`src/bmdma_pkg.sv`:
```
// Constants shared by the banked data memory addressing unit
package bmdma_pkg;
    localparam int DW  = 8;
    localparam int AW  = 8;
    localparam int EAW = 9;
    localparam int PCW = 13;
    localparam int TWW = 16;
    localparam int RAM_DEPTH = 256;
    localparam int RAM_AW    = 8;

    localparam logic [7:0] ADDR_PORT0   = 8'h00;
    localparam logic [7:0] ADDR_PTR0    = 8'h01;
    localparam logic [7:0] ADDR_PORT1   = 8'h02;
    localparam logic [7:0] ADDR_PTR1    = 8'h03;
    localparam logic [7:0] ADDR_BANKSEL = 8'h04;
    localparam logic [7:0] ADDR_PCLOW   = 8'h06;
    localparam logic [7:0] ADDR_TBLPLO  = 8'h07;
    localparam logic [7:0] ADDR_TBLHIGH = 8'h08;
    localparam logic [7:0] ADDR_TBLPHI  = 8'h09;
    localparam logic [7:0] ADDR_NVMCTL  = 8'h40;
    localparam logic [7:0] GPR_BASE     = 8'h80;

    localparam int         GPR_BIT       = 7;
    localparam int         BANK_BIT      = 0;
    localparam logic [7:0] ZERO_BYTE     = 8'h00;
    localparam logic [7:0] BANKSEL_RESET = 8'h00;
    localparam logic [7:0] PTR_RESET     = 8'h00;
    localparam logic [7:0] TBL_RESET     = 8'h00;
    localparam logic [7:0] ONE_BYTE      = 8'h01;

    typedef enum logic [2:0] {
        OP_READ  = 3'h0,
        OP_WRITE = 3'h1,
        OP_BSET  = 3'h2,
        OP_BCLR  = 3'h3,
        OP_INC   = 3'h4,
        OP_DEC   = 3'h5
    } bmdma_op_t;
endpackage : bmdma_pkg

```
`src/bmdma_addr_resolve.sv`:
```
// Effective address former for direct and indirect data memory access
module bmdma_addr_resolve
    import bmdma_pkg::*;
(
    input  wire logic [AW-1:0]  reqAddr,
    input  wire logic           bankSel,
    input  wire logic [AW-1:0]  ptrZero,
    input  wire logic [AW-1:0]  ptrOne,
    output logic      [EAW-1:0] effAddr,
    output logic                viaPort,
    output logic                selfRef
);
    logic          isPort0;
    logic          isPort1;
    logic [AW-1:0] target;

    assign isPort0 = (reqAddr == ADDR_PORT0);
    assign isPort1 = (reqAddr == ADDR_PORT1);
    assign viaPort = isPort0 | isPort1; // RQ5
    // Port zero stays in bank 0, port one follows the bank choice bit
    assign effAddr = isPort0 ? {1'b0, ptrZero} :     // RQ6
                     isPort1 ? {bankSel, ptrOne} :   // RQ19
                               {1'b0, reqAddr};      // RQ9
    assign target  = effAddr[AW-1:0];
    assign selfRef = viaPort &&
                     (target == ADDR_PORT0 || target == ADDR_PORT1); // RQ7
endmodule : bmdma_addr_resolve

```
`src/bmdma_gpr_ram.sv`:
```
// General purpose RAM, both banks in one array
module bmdma_gpr_ram
    import bmdma_pkg::*;
(
    input  wire logic              clk,
    input  wire logic [RAM_AW-1:0] addr,
    input  wire logic              wrEn,
    input  wire logic [DW-1:0]     wrData,
    output logic      [DW-1:0]     rdData
);
    logic [DW-1:0] mem [RAM_DEPTH];

    always_ff @(posedge clk) begin
        if (wrEn) begin
            mem[addr] <= wrData; // RQ2
        end
    end

    assign rdData = mem[addr];
endmodule : bmdma_gpr_ram

```
`src/bmdma_data_mem.sv`:
```
// Banked data memory addressing unit: SFR map, pointers, banks, RAM
// Operation
// RQ1: SFRs everywhere; nvm control only bank 1
// RQ2: 256 bytes GPR, 80H-FFH per bank
// RQ3: unused SFR locations read 00H
// RQ4: protected SFRs ignore program writes
// RQ5: port access acts on pointed location
// RQ6: port zero bank 0; port one chosen bank
// RQ7: port reaching a port reads 00H, no write
// RQ8: pointers are plain read/write storage
// RQ9: direct addressing always reaches bank 0
// RQ10: bank bit 0 selects; bits 7-1 zero
// RQ11: reset selects bank 0 unless sleep watchdog
// RQ12: PC low write jumps within page
// RQ13: PC low load inserts one dummy cycle
// RQ14: table read fills high byte and destination
// RQ15: table pointers read/write, increment, decrement
// RQ16: software loads table pointers before reads
// RQ17: bit set/clear keeps other bits
// RQ18: no memory-to-memory move; via accumulator
// RQ19: port one address is bank bit, pointer
// RQ20: table high byte treated read-only by software
module bmdma_data_mem
    import bmdma_pkg::*;
(
    input  wire logic           clk,
    input  wire logic           rst_n,
    input  wire logic           wdtSleepReset,
    input  wire logic           reqValid,
    input  wire logic [2:0]     reqOp,
    input  wire logic [AW-1:0]  reqAddr,
    input  wire logic [DW-1:0]  reqWdata,
    input  wire logic [2:0]     reqBitSel,
    output logic                respValid,
    output logic      [DW-1:0]  respData,
    input  wire logic           tblValid,
    input  wire logic [TWW-1:0] tblWord,
    input  wire logic [AW-1:0]  tblDest,
    output logic      [TWW-1:0] tablePointer,
    input  wire logic [PCW-1:0] pcCurrent,
    output logic                pcLoad,
    output logic      [PCW-1:0] pcTarget,
    output logic                dummyCycle,
    output logic                nvmWrite,
    output logic      [DW-1:0]  nvmWdata,
    input  wire logic [DW-1:0]  nvmRdata,
    output logic                bankSelect
);
    logic [DW-1:0]  ptr0_q;
    logic [DW-1:0]  ptr1_q;
    logic [DW-1:0]  bank_q;
    logic [DW-1:0]  bank_d;
    logic [DW-1:0]  tblpLo_q;
    logic [DW-1:0]  tblpHi_q;
    logic [DW-1:0]  tblHigh_q;
    logic           respValid_q;
    logic [DW-1:0]  respData_q;
    logic           pcLoad_q;
    logic [PCW-1:0] pcTarget_q;
    logic           dummy_q;
    logic           nvmWrite_q;
    logic [DW-1:0]  nvmWdata_q;

    logic           active;
    logic [2:0]     curOp;
    logic [AW-1:0]  curAddr;
    logic [DW-1:0]  curWdata;
    logic [EAW-1:0] effAddr;
    logic           viaPort;
    logic           selfRef;
    logic [AW-1:0]  target;
    logic           tgtBank;
    logic           isGpr;
    logic           isSfr;
    logic           hitPtr0;
    logic           hitPtr1;
    logic           hitBank;
    logic           hitPcLow;
    logic           hitTblpLo;
    logic           hitTblpHi;
    logic           hitTblHigh;
    logic           hitNvm;
    logic           sfrUnused;
    logic [DW-1:0]  sfrRdata;
    logic [DW-1:0]  ramRdata;
    logic [DW-1:0]  curRdata;
    logic [DW-1:0]  bitMask;
    logic [DW-1:0]  newData;
    logic           doWrite;
    logic           ramWe;
    logic [RAM_AW-1:0] ramAddr;

    // A table read completion takes the access path for its low byte
    assign active   = tblValid | reqValid;
    assign curOp    = tblValid ? OP_WRITE : reqOp;
    assign curAddr  = tblValid ? tblDest : reqAddr;
    assign curWdata = tblValid ? tblWord[DW-1:0] : reqWdata; // RQ14

    bmdma_addr_resolve u_resolve (
        .reqAddr (curAddr),
        .bankSel (bank_q[BANK_BIT]),
        .ptrZero (ptr0_q),
        .ptrOne  (ptr1_q),
        .effAddr (effAddr),
        .viaPort (viaPort),
        .selfRef (selfRef)
    );

    assign target  = effAddr[AW-1:0];
    assign tgtBank = effAddr[AW];
    assign isGpr   = target[GPR_BIT] && !selfRef;
    assign isSfr   = !target[GPR_BIT] && !selfRef;

    // SFR decode; the same registers answer in both banks, except nvm control, which answers in bank 1 only
    assign hitPtr0    = isSfr && (target == ADDR_PTR0);    // RQ1
    assign hitPtr1    = isSfr && (target == ADDR_PTR1);
    assign hitBank    = isSfr && (target == ADDR_BANKSEL);
    assign hitPcLow   = isSfr && (target == ADDR_PCLOW);
    assign hitTblpLo  = isSfr && (target == ADDR_TBLPLO);
    assign hitTblpHi  = isSfr && (target == ADDR_TBLPHI);
    assign hitTblHigh = isSfr && (target == ADDR_TBLHIGH);
    assign hitNvm     = isSfr && (target == ADDR_NVMCTL) && tgtBank; // RQ1
    assign sfrUnused  = isSfr && !(hitPtr0 | hitPtr1 | hitBank | hitPcLow |
                        hitTblpLo | hitTblpHi | hitTblHigh | hitNvm);

    assign sfrRdata = hitPtr0    ? ptr0_q :                // RQ8
                      hitPtr1    ? ptr1_q :
                      hitBank    ? bank_q :                // RQ10
                      hitPcLow   ? pcCurrent[DW-1:0] :
                      hitTblpLo  ? tblpLo_q :              // RQ15
                      hitTblpHi  ? tblpHi_q :
                      hitTblHigh ? tblHigh_q :
                      hitNvm     ? nvmRdata :
                                   ZERO_BYTE;              // RQ3

    assign curRdata = selfRef ? ZERO_BYTE :                // RQ7
                      isGpr   ? ramRdata : sfrRdata;

    // Read-modify-write operations; there is no memory-to-memory move
    assign bitMask = ONE_BYTE << reqBitSel;
    always_comb begin
        case (curOp)                                       // RQ18
            OP_WRITE: newData = curWdata;
            OP_BSET:  newData = curRdata | bitMask;        // RQ17
            OP_BCLR:  newData = curRdata & ~bitMask;       // RQ17
            OP_INC:   newData = curRdata + ONE_BYTE;       // RQ15
            OP_DEC:   newData = curRdata - ONE_BYTE;       // RQ15
            default:  newData = curRdata;
        endcase
    end

    assign doWrite = active && (curOp != OP_READ) && !selfRef; // RQ7
    assign ramWe   = doWrite && isGpr;
    assign ramAddr = {tgtBank, target[GPR_BIT-1:0]};       // RQ2

    bmdma_gpr_ram u_ram (
        .clk    (clk),
        .addr   (ramAddr),
        .wrEn   (ramWe),
        .wrData (newData),
        .rdData (ramRdata)
    );

    // Only bank choice bit is storage; upper bits stay zero
    assign bank_d = (doWrite && hitBank) ?
                    {7'h00, newData[BANK_BIT]} : bank_q;   // RQ10

    always_ff @(posedge clk) begin
        if (!rst_n) begin
            bank_q <= wdtSleepReset ? bank_q : BANKSEL_RESET; // RQ11
        end else begin
            bank_q <= bank_d;
        end
    end

    always_ff @(posedge clk) begin
        if (!rst_n) begin
            ptr0_q   <= PTR_RESET;
            ptr1_q   <= PTR_RESET;
            tblpLo_q <= TBL_RESET;
            tblpHi_q <= TBL_RESET;
        end else begin
            if (doWrite && hitPtr0) begin
                ptr0_q <= newData;                         // RQ8
            end
            if (doWrite && hitPtr1) begin
                ptr1_q <= newData;                         // RQ8
            end
            if (doWrite && hitTblpLo) begin
                tblpLo_q <= newData;                       // RQ15
            end
            if (doWrite && hitTblpHi) begin
                tblpHi_q <= newData;                       // RQ15
            end
        end
    end

    // High byte register is loaded only by table reads
    always_ff @(posedge clk) begin
        if (!rst_n) begin
            tblHigh_q <= TBL_RESET;
        end else if (tblValid) begin
            tblHigh_q <= tblWord[TWW-1:DW];                // RQ14 RQ4 RQ20
        end
    end

    always_ff @(posedge clk) begin
        if (!rst_n) begin
            pcLoad_q   <= 1'b0;
            dummy_q    <= 1'b0;
            pcTarget_q <= '0;
        end else begin
            pcLoad_q <= doWrite && hitPcLow;
            dummy_q  <= doWrite && hitPcLow;               // RQ13
            if (doWrite && hitPcLow) begin
                pcTarget_q <= {pcCurrent[PCW-1:DW], newData}; // RQ12
            end
        end
    end

    always_ff @(posedge clk) begin
        if (!rst_n) begin
            nvmWrite_q <= 1'b0;
            nvmWdata_q <= ZERO_BYTE;
        end else begin
            nvmWrite_q <= doWrite && hitNvm;               // RQ1
            if (doWrite && hitNvm) begin
                nvmWdata_q <= newData;
            end
        end
    end

    always_ff @(posedge clk) begin
        if (!rst_n) begin
            respValid_q <= 1'b0;
            respData_q  <= ZERO_BYTE;
        end else begin
            respValid_q <= active;
            if (active) begin
                respData_q <= curRdata;                    // RQ5
            end
        end
    end

    assign respValid    = respValid_q;
    assign respData     = respData_q;
    assign tablePointer = {tblpHi_q, tblpLo_q};            // RQ15
    assign pcLoad       = pcLoad_q;
    assign pcTarget     = pcTarget_q;
    assign dummyCycle   = dummy_q;
    assign nvmWrite     = nvmWrite_q;
    assign nvmWdata     = nvmWdata_q;
    assign bankSelect   = bank_q[BANK_BIT];
endmodule : bmdma_data_mem

```
`config.mk`:
```
export PLATFORM = sky130hd
export DESIGN_NAME = bmdma_data_mem
export DESIGN_NICKNAME = d
export VERILOG_FILES = /design/src/bmdma_pkg.sv /design/src/bmdma_addr_resolve.sv /design/src/bmdma_gpr_ram.sv /design/src/bmdma_data_mem.sv
export SDC_FILE = /design/constraint.sdc
export NUM_CORES = 2
export LEC_CHECK = 0
export ABC_AREA = 1
export BUFFER_PORTS_ARGS = -buffer_cell sky130_fd_sc_hd__buf_4
export CAP_MARGIN = 30
export CORE_UTILIZATION = 40
export CTS_CLUSTER_DIAMETER = 120
export DETAILED_ROUTE_END_ITERATION = 7
export PLACE_DENSITY = 0.64
export SETUP_SLACK_MARGIN = 0.02
export SLEW_MARGIN = 20
export SYNTH_ARGS = -nofsm -noshare
export SYNTH_HDL_FRONTEND = slang
export SYNTH_SLANG_ARGS = --single-unit
```
`constraint.sdc`:
```
create_clock -name clk -period 7.85 [get_ports clk]
set_input_delay 0 -clock clk [delete_from_list [all_inputs] [get_ports clk]]
set_output_delay 0 -clock clk [all_outputs]
set_load 0.05 [all_outputs]
```
Word level (Yosys, flattened, before mapping)
Memory sizes are Yosys's and may differ from the RTL's.
Cells that the tools add are included.
{"block": "totals", "regBits": 80, "mem_bits_rw": 2048, "output_inout_bits": 50, "memories": 1}
{"name": "u_ram.mem", "depth": 256, "word_bits": 8, "rd": 1, "rd_clocked_by_memory_dff": 0, "wr": 1, "line": "bmdma_gpr_ram.sv:11", "rtl": "logic [DW-1:0] mem [RAM_DEPTH];"}
{"block": "op_classes", "addsub": 2, "eq_ne": 17, "n_shift": 1, "mux": 21, "n_bitwise": 5, "reduce_logical": 29}
{"operator": "8-bit 2-to-1 mux", "n": 15}
{"operator": "8-bit one-hot mux with 5 select lines", "n": 1}
{"operator": "8-bit by 2-bit == test with 1-bit output (second input constant)", "n": 3}
{"operator": "8-bit by 3-bit == test with 1-bit output (second input constant)", "n": 3}
{"operator": "1-bit logical AND", "n": 22}
{"operator": "9-bit 2-to-1 mux", "n": 2}
{"operator": "8-bit by 4-bit == test with 1-bit output (second input constant)", "n": 2}
{"operator": "8-bit zero test", "n": 2}
{"operator": "8-bit by 1-bit adder with 8-bit output (second input constant)", "n": 1}
{"operator": "8-bit AND", "n": 1}
{"operator": "8-bit by 1-bit == test with 1-bit output (second input constant)", "n": 1}
{"operator": "8-bit by 7-bit == test with 1-bit output (second input constant)", "n": 1}
{"operator": "8-bit inverter", "n": 1}
{"operator": "8-bit bitwise OR", "n": 1}
{"operator": "1-bit by 3-bit left shift with 8-bit output (first input constant)", "n": 1}
{"operator": "8-bit by 1-bit subtractor with 8-bit output (second input constant)", "n": 1}
{"operator": "3-bit by 2-bit == test with 1-bit output (second input constant)", "n": 2}
{"operator": "3-bit == test (second input constant)", "n": 2}
{"operator": "3-bit by 1-bit == test with 1-bit output (second input constant)", "n": 1}
{"operator": "3-bit 2-to-1 mux", "n": 1}
{"operator": "3-bit nonzero test", "n": 1}
{"operator": "1-bit zero test", "n": 2}
{"operator": "1-bit 2-to-1 mux", "n": 2}
{"operator": "2-bit by 1-bit != test with 1-bit output (second input constant)", "n": 1}
{"operator": "4 further kinds", "n": 5}

Longest topological paths before layout
{"block": "logic_depth", "depth_word": 25, "mapped_depth": 39}

Modules after synthesis
Synthesis repeated with hierarchy kept, for this count alone.
{"block": "unflattened", "cells_unflattened": 8730, "area_unflattened_um2": 89268.1}
{"mod": "bmdma_gpr_ram", "instances": 1, "cells_each": 8013, "area_per_inst_um2": 84696.2, "seq_area_each_um2": 61499.0}
{"mod": "bmdma_data_mem", "instances": 1, "cells_each": 665, "area_per_inst_um2": 4295.4, "seq_area_each_um2": 1471.4}
{"mod": "bmdma_addr_resolve", "instances": 1, "cells_each": 52, "area_per_inst_um2": 276.5, "seq_area_each_um2": 0.0}

Least setup slack after synthesis
OpenSTA, ideal clock, no wires.
{"block": "synth_timing", "kind": "input to register", "start": "input tblValid", "end": "memory u_ram.mem[0][6], data pin", "setup_time_ns": 0.770, "t_arrival_ns": 6.586, "required_time_ns": 7.080, "path_slack_ns": 0.494, "path_stages": 36, "n_path_buf": 5, "cell_sequence": "inv_2 -> buf_4 -> nand2_1 -> nand2_1 -> nand2_2 -> nor2_8 -> nand2_2 -> o21ai_2 -> o21ai_4 -> nor2_2 -> inv_2 -> buf_4 -> buf_4 -> buf_4 -> buf_4 -> o22ai_1 -> o21ai_0 -> a41o_1 -> nand4_1 -> o21ai_1 -> nand2_1 -> inv_1 -> ha_1 -> nand2_1 -> nand2_1 -> a21oi_1 -> nor2_1 -> o21ai_0 -> nand2_1 -> a21oi_1 -> o21ai_0 -> nand2_1 -> o21ai_0 -> nand2_1 -> nand2_2 -> inv_1"}
{"block": "synth_via", "elab_chain_len": 23, "word_cells_on_any_way": 54, "cone_classes": "add/sub (2); eq/ne (15); mux (16); bitwise (3); reduce/logical (17); memory (1)"}
{"item": "start: declaration", "line": "bmdma_data_mem.sv:36", "rtl": "input wire logic tblValid,"}
{"item": "8-bit 2-to-1 mux (*)", "line": "bmdma_data_mem.sv:96", "rtl": "assign curAddr = tblValid ? tblDest : reqAddr;"}
{"item": "8-bit by 2-bit == test with 1-bit output", "line": "bmdma_addr_resolve.sv:18", "rtl": "assign isPort1 = (reqAddr == ADDR_PORT1);"}
{"item": "9-bit 2-to-1 mux", "line": "bmdma_addr_resolve.sv:22", "rtl": "isPort1 ? {bankSel, ptrOne} :"}
{"item": "9-bit 2-to-1 mux", "line": "bmdma_addr_resolve.sv:21", "rtl": "assign effAddr = isPort0 ? {1'b0, ptrZero} :"}
{"item": "8-bit by 2-bit == test with 1-bit output / 8-bit zero test (equally long branches)", "line": "bmdma_addr_resolve.sv:26", "rtl": "(target == ADDR_PORT0 || target == ADDR_PORT1);"}
{"item": "1-bit logical OR", "line": "bmdma_addr_resolve.sv:26"}
{"item": "1-bit logical AND", "line": "bmdma_addr_resolve.sv:25", "rtl": "assign selfRef = viaPort &&"}
{"item": "1-bit zero test", "line": "bmdma_data_mem.sv:111, bmdma_data_mem.sv:112"}
{"item": "[9 not listed]"}
{"item": "8-bit 2-to-1 mux", "line": "bmdma_data_mem.sv:127", "rtl": "hitPtr1 ? ptr1_q :"}
{"item": "8-bit 2-to-1 mux", "line": "bmdma_data_mem.sv:126", "rtl": "assign sfrRdata = hitPtr0 ? ptr0_q :"}
{"item": "8-bit 2-to-1 mux", "line": "bmdma_data_mem.sv:137", "rtl": "isGpr ? ramRdata : sfrRdata;"}
{"item": "8-bit 2-to-1 mux (*)", "line": "bmdma_data_mem.sv:136", "rtl": "assign curRdata = selfRef ? ZERO_BYTE :"}
{"item": "net curRdata[2]", "line": "bmdma_data_mem.sv:86", "rtl": "logic [DW-1:0] curRdata;"}
{"item": "8-bit by 1-bit subtractor with 8-bit output / 8-bit by 1-bit adder with 8-bit output (equally long branches)", "line": "bmdma_data_mem.sv:147, bmdma_data_mem.sv:146"}
{"item": "8-bit one-hot mux with 5 select lines (*)", "line": "bmdma_data_mem.sv:142", "rtl": "case (curOp)"}
{"item": "net newData[6]", "line": "bmdma_data_mem.sv:88", "rtl": "logic [DW-1:0] newData;"}
{"item": "end: declaration", "line": "bmdma_gpr_ram.sv:11"}
The timed path passes the listed nets; every way through them passes the cells marked *.

Worst setup path after layout
{"block": "layout_timing", "start": "input tblValid", "end": "memory u_ram.mem[132][6], data pin"}
Same word-level chain as after synthesis.

==> reports/results.env <==
STATUS='finished, final reports clean'
FINISH.NET_COUNT=7009
CTS_ROOT_BUFFER='clkbuf_16'
SLOWEST_STAGE_DELAY_CP_PS=590
CRIT_PATH_SETUP_SLACK_LAYOUT_PS=501
TIMING.CRITICAL_PATH.TO_TYPE='register'
POST_ROUTE_CELLS_DRIVE_ABOVE_1_SHARE=0.109
GRT_PASS1_WL_MICRONS=365000
GRT.OVERFLOW.TOTAL=0
FRACTION_OF_REGISTERS_WITH_ASYNC_SET_OR_RESET_AFTER_SYNTHESIS=0
GLOBALPLACE.CONGESTION=0.930
CLOCK_SKEW_PS=45.9
TIMING.FMAX_MHz=136
SETUP.REG_TO_REG.WORST_SLACK_PS=1060
CTS_TREE='yes'
INITIAL_ANTENNA_VIOLATION_COUNT=8
SYN_TO_FINAL_GROWTH_PCT=14.6
CHIPWIDTH_MICRONS=461
MIN_PERIOD_PS=7350
CLKLATENCYLATEPIN_PS=870
SYNTH_TOP_AREA_CELL='edfxtp_1'
YS_FF_LATCH=2121
WORST-R2R-CELL-COUNT=30
SYN_AREA_PER_CELL_SQ_UM=12.6
CLK_PIN_SLEW_PS=60
WORST_CASE_HEADROOM_TO_THE_MAX_SLEW_LIMIT=0.300
MAXCAPVIOLCOUNT=0
DETAILED_PLACE_HPWL_MICRONS=153000
FINAL-MAX-SLEW-VIOLATION-COUNT=0
GRT_SETUP_UNREPAIRED='false'
SETUP_BUFFERS_AFTER_CTS=0
CRIT_PATH_START_KIND='primary input'
MIN_PATH_CELLS=9
YOSYS_MOST_USED_DFF='edfxtp_1'
SYNTH_ENABLE_FLOP_CELLS=2049
FINAL_CELL_AREA_SQ_MM=0.0967
POSTROUTEANTENNANETS=0
ROUTED_VIA_DENSITY=5.71
SYNTH.LIB_CELLS_USED.DISTINCT=54
SYNTH-SEQ-AREA-SHARE=0.747
IRDROPWORSTVDD_uV=244
DETAILED_PLACE.AREA_SQ_MM=0.0894
FLOORPLAN.ROWS=168
POWER_LEAKAGE_nW=33.8
MAXIMUM_NUMBER_OF_PINS_ON_ONE_NET_BEFORE_GLOBAL_ROUTE_REPAIR=161
NUM_VIAS=56537
CP_COMMON_CELL='nand2_1'
DR.FIRST_ITER.DRC_COUNT=7905
DRC_ERRORS=0
HOLD-PATH-ENDPOINT='respData[1]'
NETLIST_AREA_SQ_MM=0.0843
DIE-AREA_SQ_MM=0.213
SETUP_VIOL_COUNT_FINAL=0
SYN_INST=6682
OVERALL_GLOBAL_ROUTING_RESOURCE_USAGE=0.234
LAYOUT_COMMON_CELLS='2,049 x edfxtp_1, 1,317 x nand2_1, 641 x o22ai_1'
WORSTHOLDSTART='nvmRdata[1]'
TRITONCTS_NUM_SINKS=2121
CORE_REGION_AREA_SQ_MM=0.210
PERIOD_SHARE=0.936
SYNTHDOMINANTCELLAREASHARE=0.730
FLOORPLAN.DIE.HEIGHT_MICRONS=461
TIMING.SETUP.CRITICAL_PATH_CLASS='primary input to register'
H-TREE-DEPTH=4
DETAIL_ROUTE.FIRST_PASS.ITERATIONS=7
BOUNDARYPINS=122
VIAS_IN_THE_FIRST_GLOBAL_ROUTE=53239
YS_WARN_COUNT=0
CRITICAL_PATH.SLOWEST_CELL='a21oi_1'
WORSTMARGINPINSLEW_PS=1050
DRT-WIRELENGTH-PER-CELL_MICRONS=25.7
NUMCTSBUFFERS=209
TOTAL_POWER_DENSITY_PER_CELL_AREA_mW_PER_MM2=259
SYNTH_AREA_LEADERS='edfxtp_1 73%, nand2_1 5.9%, o22ai_1 4.8%, o21ai_0 3.0%, nor2_1 2.4%'
PLACE_WORST_SETUP_SLACK_PS=520
MAX-CLOCK-PATH-BUFFERS=3
TIMING_HOLD_VIOLATIONS_FINAL=0
FINISH.UTILIZATION=0.461
TOTALNEGATIVESETUPSLACK_PS=0
RR_STARTPOINT='ptr1_q[0]'
PORT_BUFFERS=121
TIMING.CRITICAL_PATH.FANOUT_MAX=99
CP.ARRIVAL_PS=8010
MAPPEDNETLISTNETS=6761
ROUTE.FINAL.WIRE_LENGTH_MICRONS=254000
START_UTIL=0.402
MOSTFREQUENTLAYOUTCELL='edfxtp_1'
MIN_PATH_TYPE='primary input to register'
WORSTREG2REGEND='u_ram.mem[132][6]'
WORST_EP_REQUIRED_TIME_PS=8520
final cells by class:
cell class                 instances  area, sq um
sequential                      2121        63000
clock inverter                   109          953
antenna                            1         2.50
clock buffer                     270         5510
multi-input combinational       3691        17800
fill                           18426       113000
inverter                         481         1880
tap                             2805         3510
timing repair buffer             426         4070
worst max-delay path, delay by kind of cell:
kind            cells  cell delay [ps]
simple gates       17             2680
compound gates     11             2200
fa+ha+maj           1              260
buf+inv             9             2630
where the power goes:
part           leakage [nW]  internal [mW]  switching [mW]
Sequential             18.8           12.9          0.0107
Combinational          11.9          0.565            1.92
Clock                  3.15           5.40            4.26
repair_timing:
action / CTS / global route
endpoints found under the setup margin: 0 / 0
hold buffers: 75 / 0
hold endpoints to repair: 85 / 0
gates resized for setup: 0 / 0
metrics by stage:
stage	hold WS (ps)	std cells	total power, mW
floorplan	135	6682	14.5
finish	141	9904	25.1
global route	159	9904	25.6
detailed placement	237	9436	15.6
CTS	90.4	9890	25.0
global placement	223	9422	15.5
worst max-delay path by stage:
stage | to | startpoint | cells after the start
after floorplan | u_ram.mem[0][6] | tblValid | 36
after global placement | u_ram.mem[25][6] | tblValid | 37
after detailed placement | u_ram.mem[181][6] | tblValid | 37
after CTS | u_ram.mem[24][6] | tblValid | 38
after global routing | u_ram.mem[233][6] | tblValid | 38
final | u_ram.mem[132][6] | tblValid | 38
synthesized netlist by cell type (all sizes together), types with 7 or more instances:
library cell	count
o211ai	46
clkinv	7
buf	258
edfxtp	2049
clkbuf	131
nor2	558
a22oi	12
o22ai	641
inv	474
nand3	52
a21oi	111
nor3	13
nand2	1335
o21ai	673
o21bai	8
nand4	126
or2	80
dfxtp	72
logic make-up (layout without fill, tap and decap cells):
kind of cell             Yosys count  in the layout  share of synthesized area
multiplexers                       1              1                   0.000119
flip-flops                      2121           2121                      0.747
other                              0              1                          0
adder cells (fa/ha/maj)            7              7                    0.00113
AND/OR/NAND/NOR                 2171           2171                      0.106
AO/OA/AOI/OAI                   1512           1512                      0.103
buffers and inverters            870           1286                     0.0441
flip-flops by register name, summed over array words and instances, names as in the netlist, 8 cells and up:
register and cells:
respData 8, u_ram.mem 2048, ptr0_q 8, pcTarget 13
tblpHi_q 8, nvmWdata 8, tblHigh_q 8, ptr1_q 8
tblpLo_q 8
routing by layer:
| layer | vias up | routed length, microns | GRT usage |
|---|---|---|---|
| met2 | 3373 | 116000 | 0.363 |
| met3 | 602 | 28800 | 0.0534 |
| li1 | 24691 | - | - |
| met4 | 6 | 10800 | 0.0929 |
| met5 | - | 43 | 0 |
| met1 | 27865 | 98900 | 0.319 |
No activity file was read; power rests on OpenSTA's default activity.
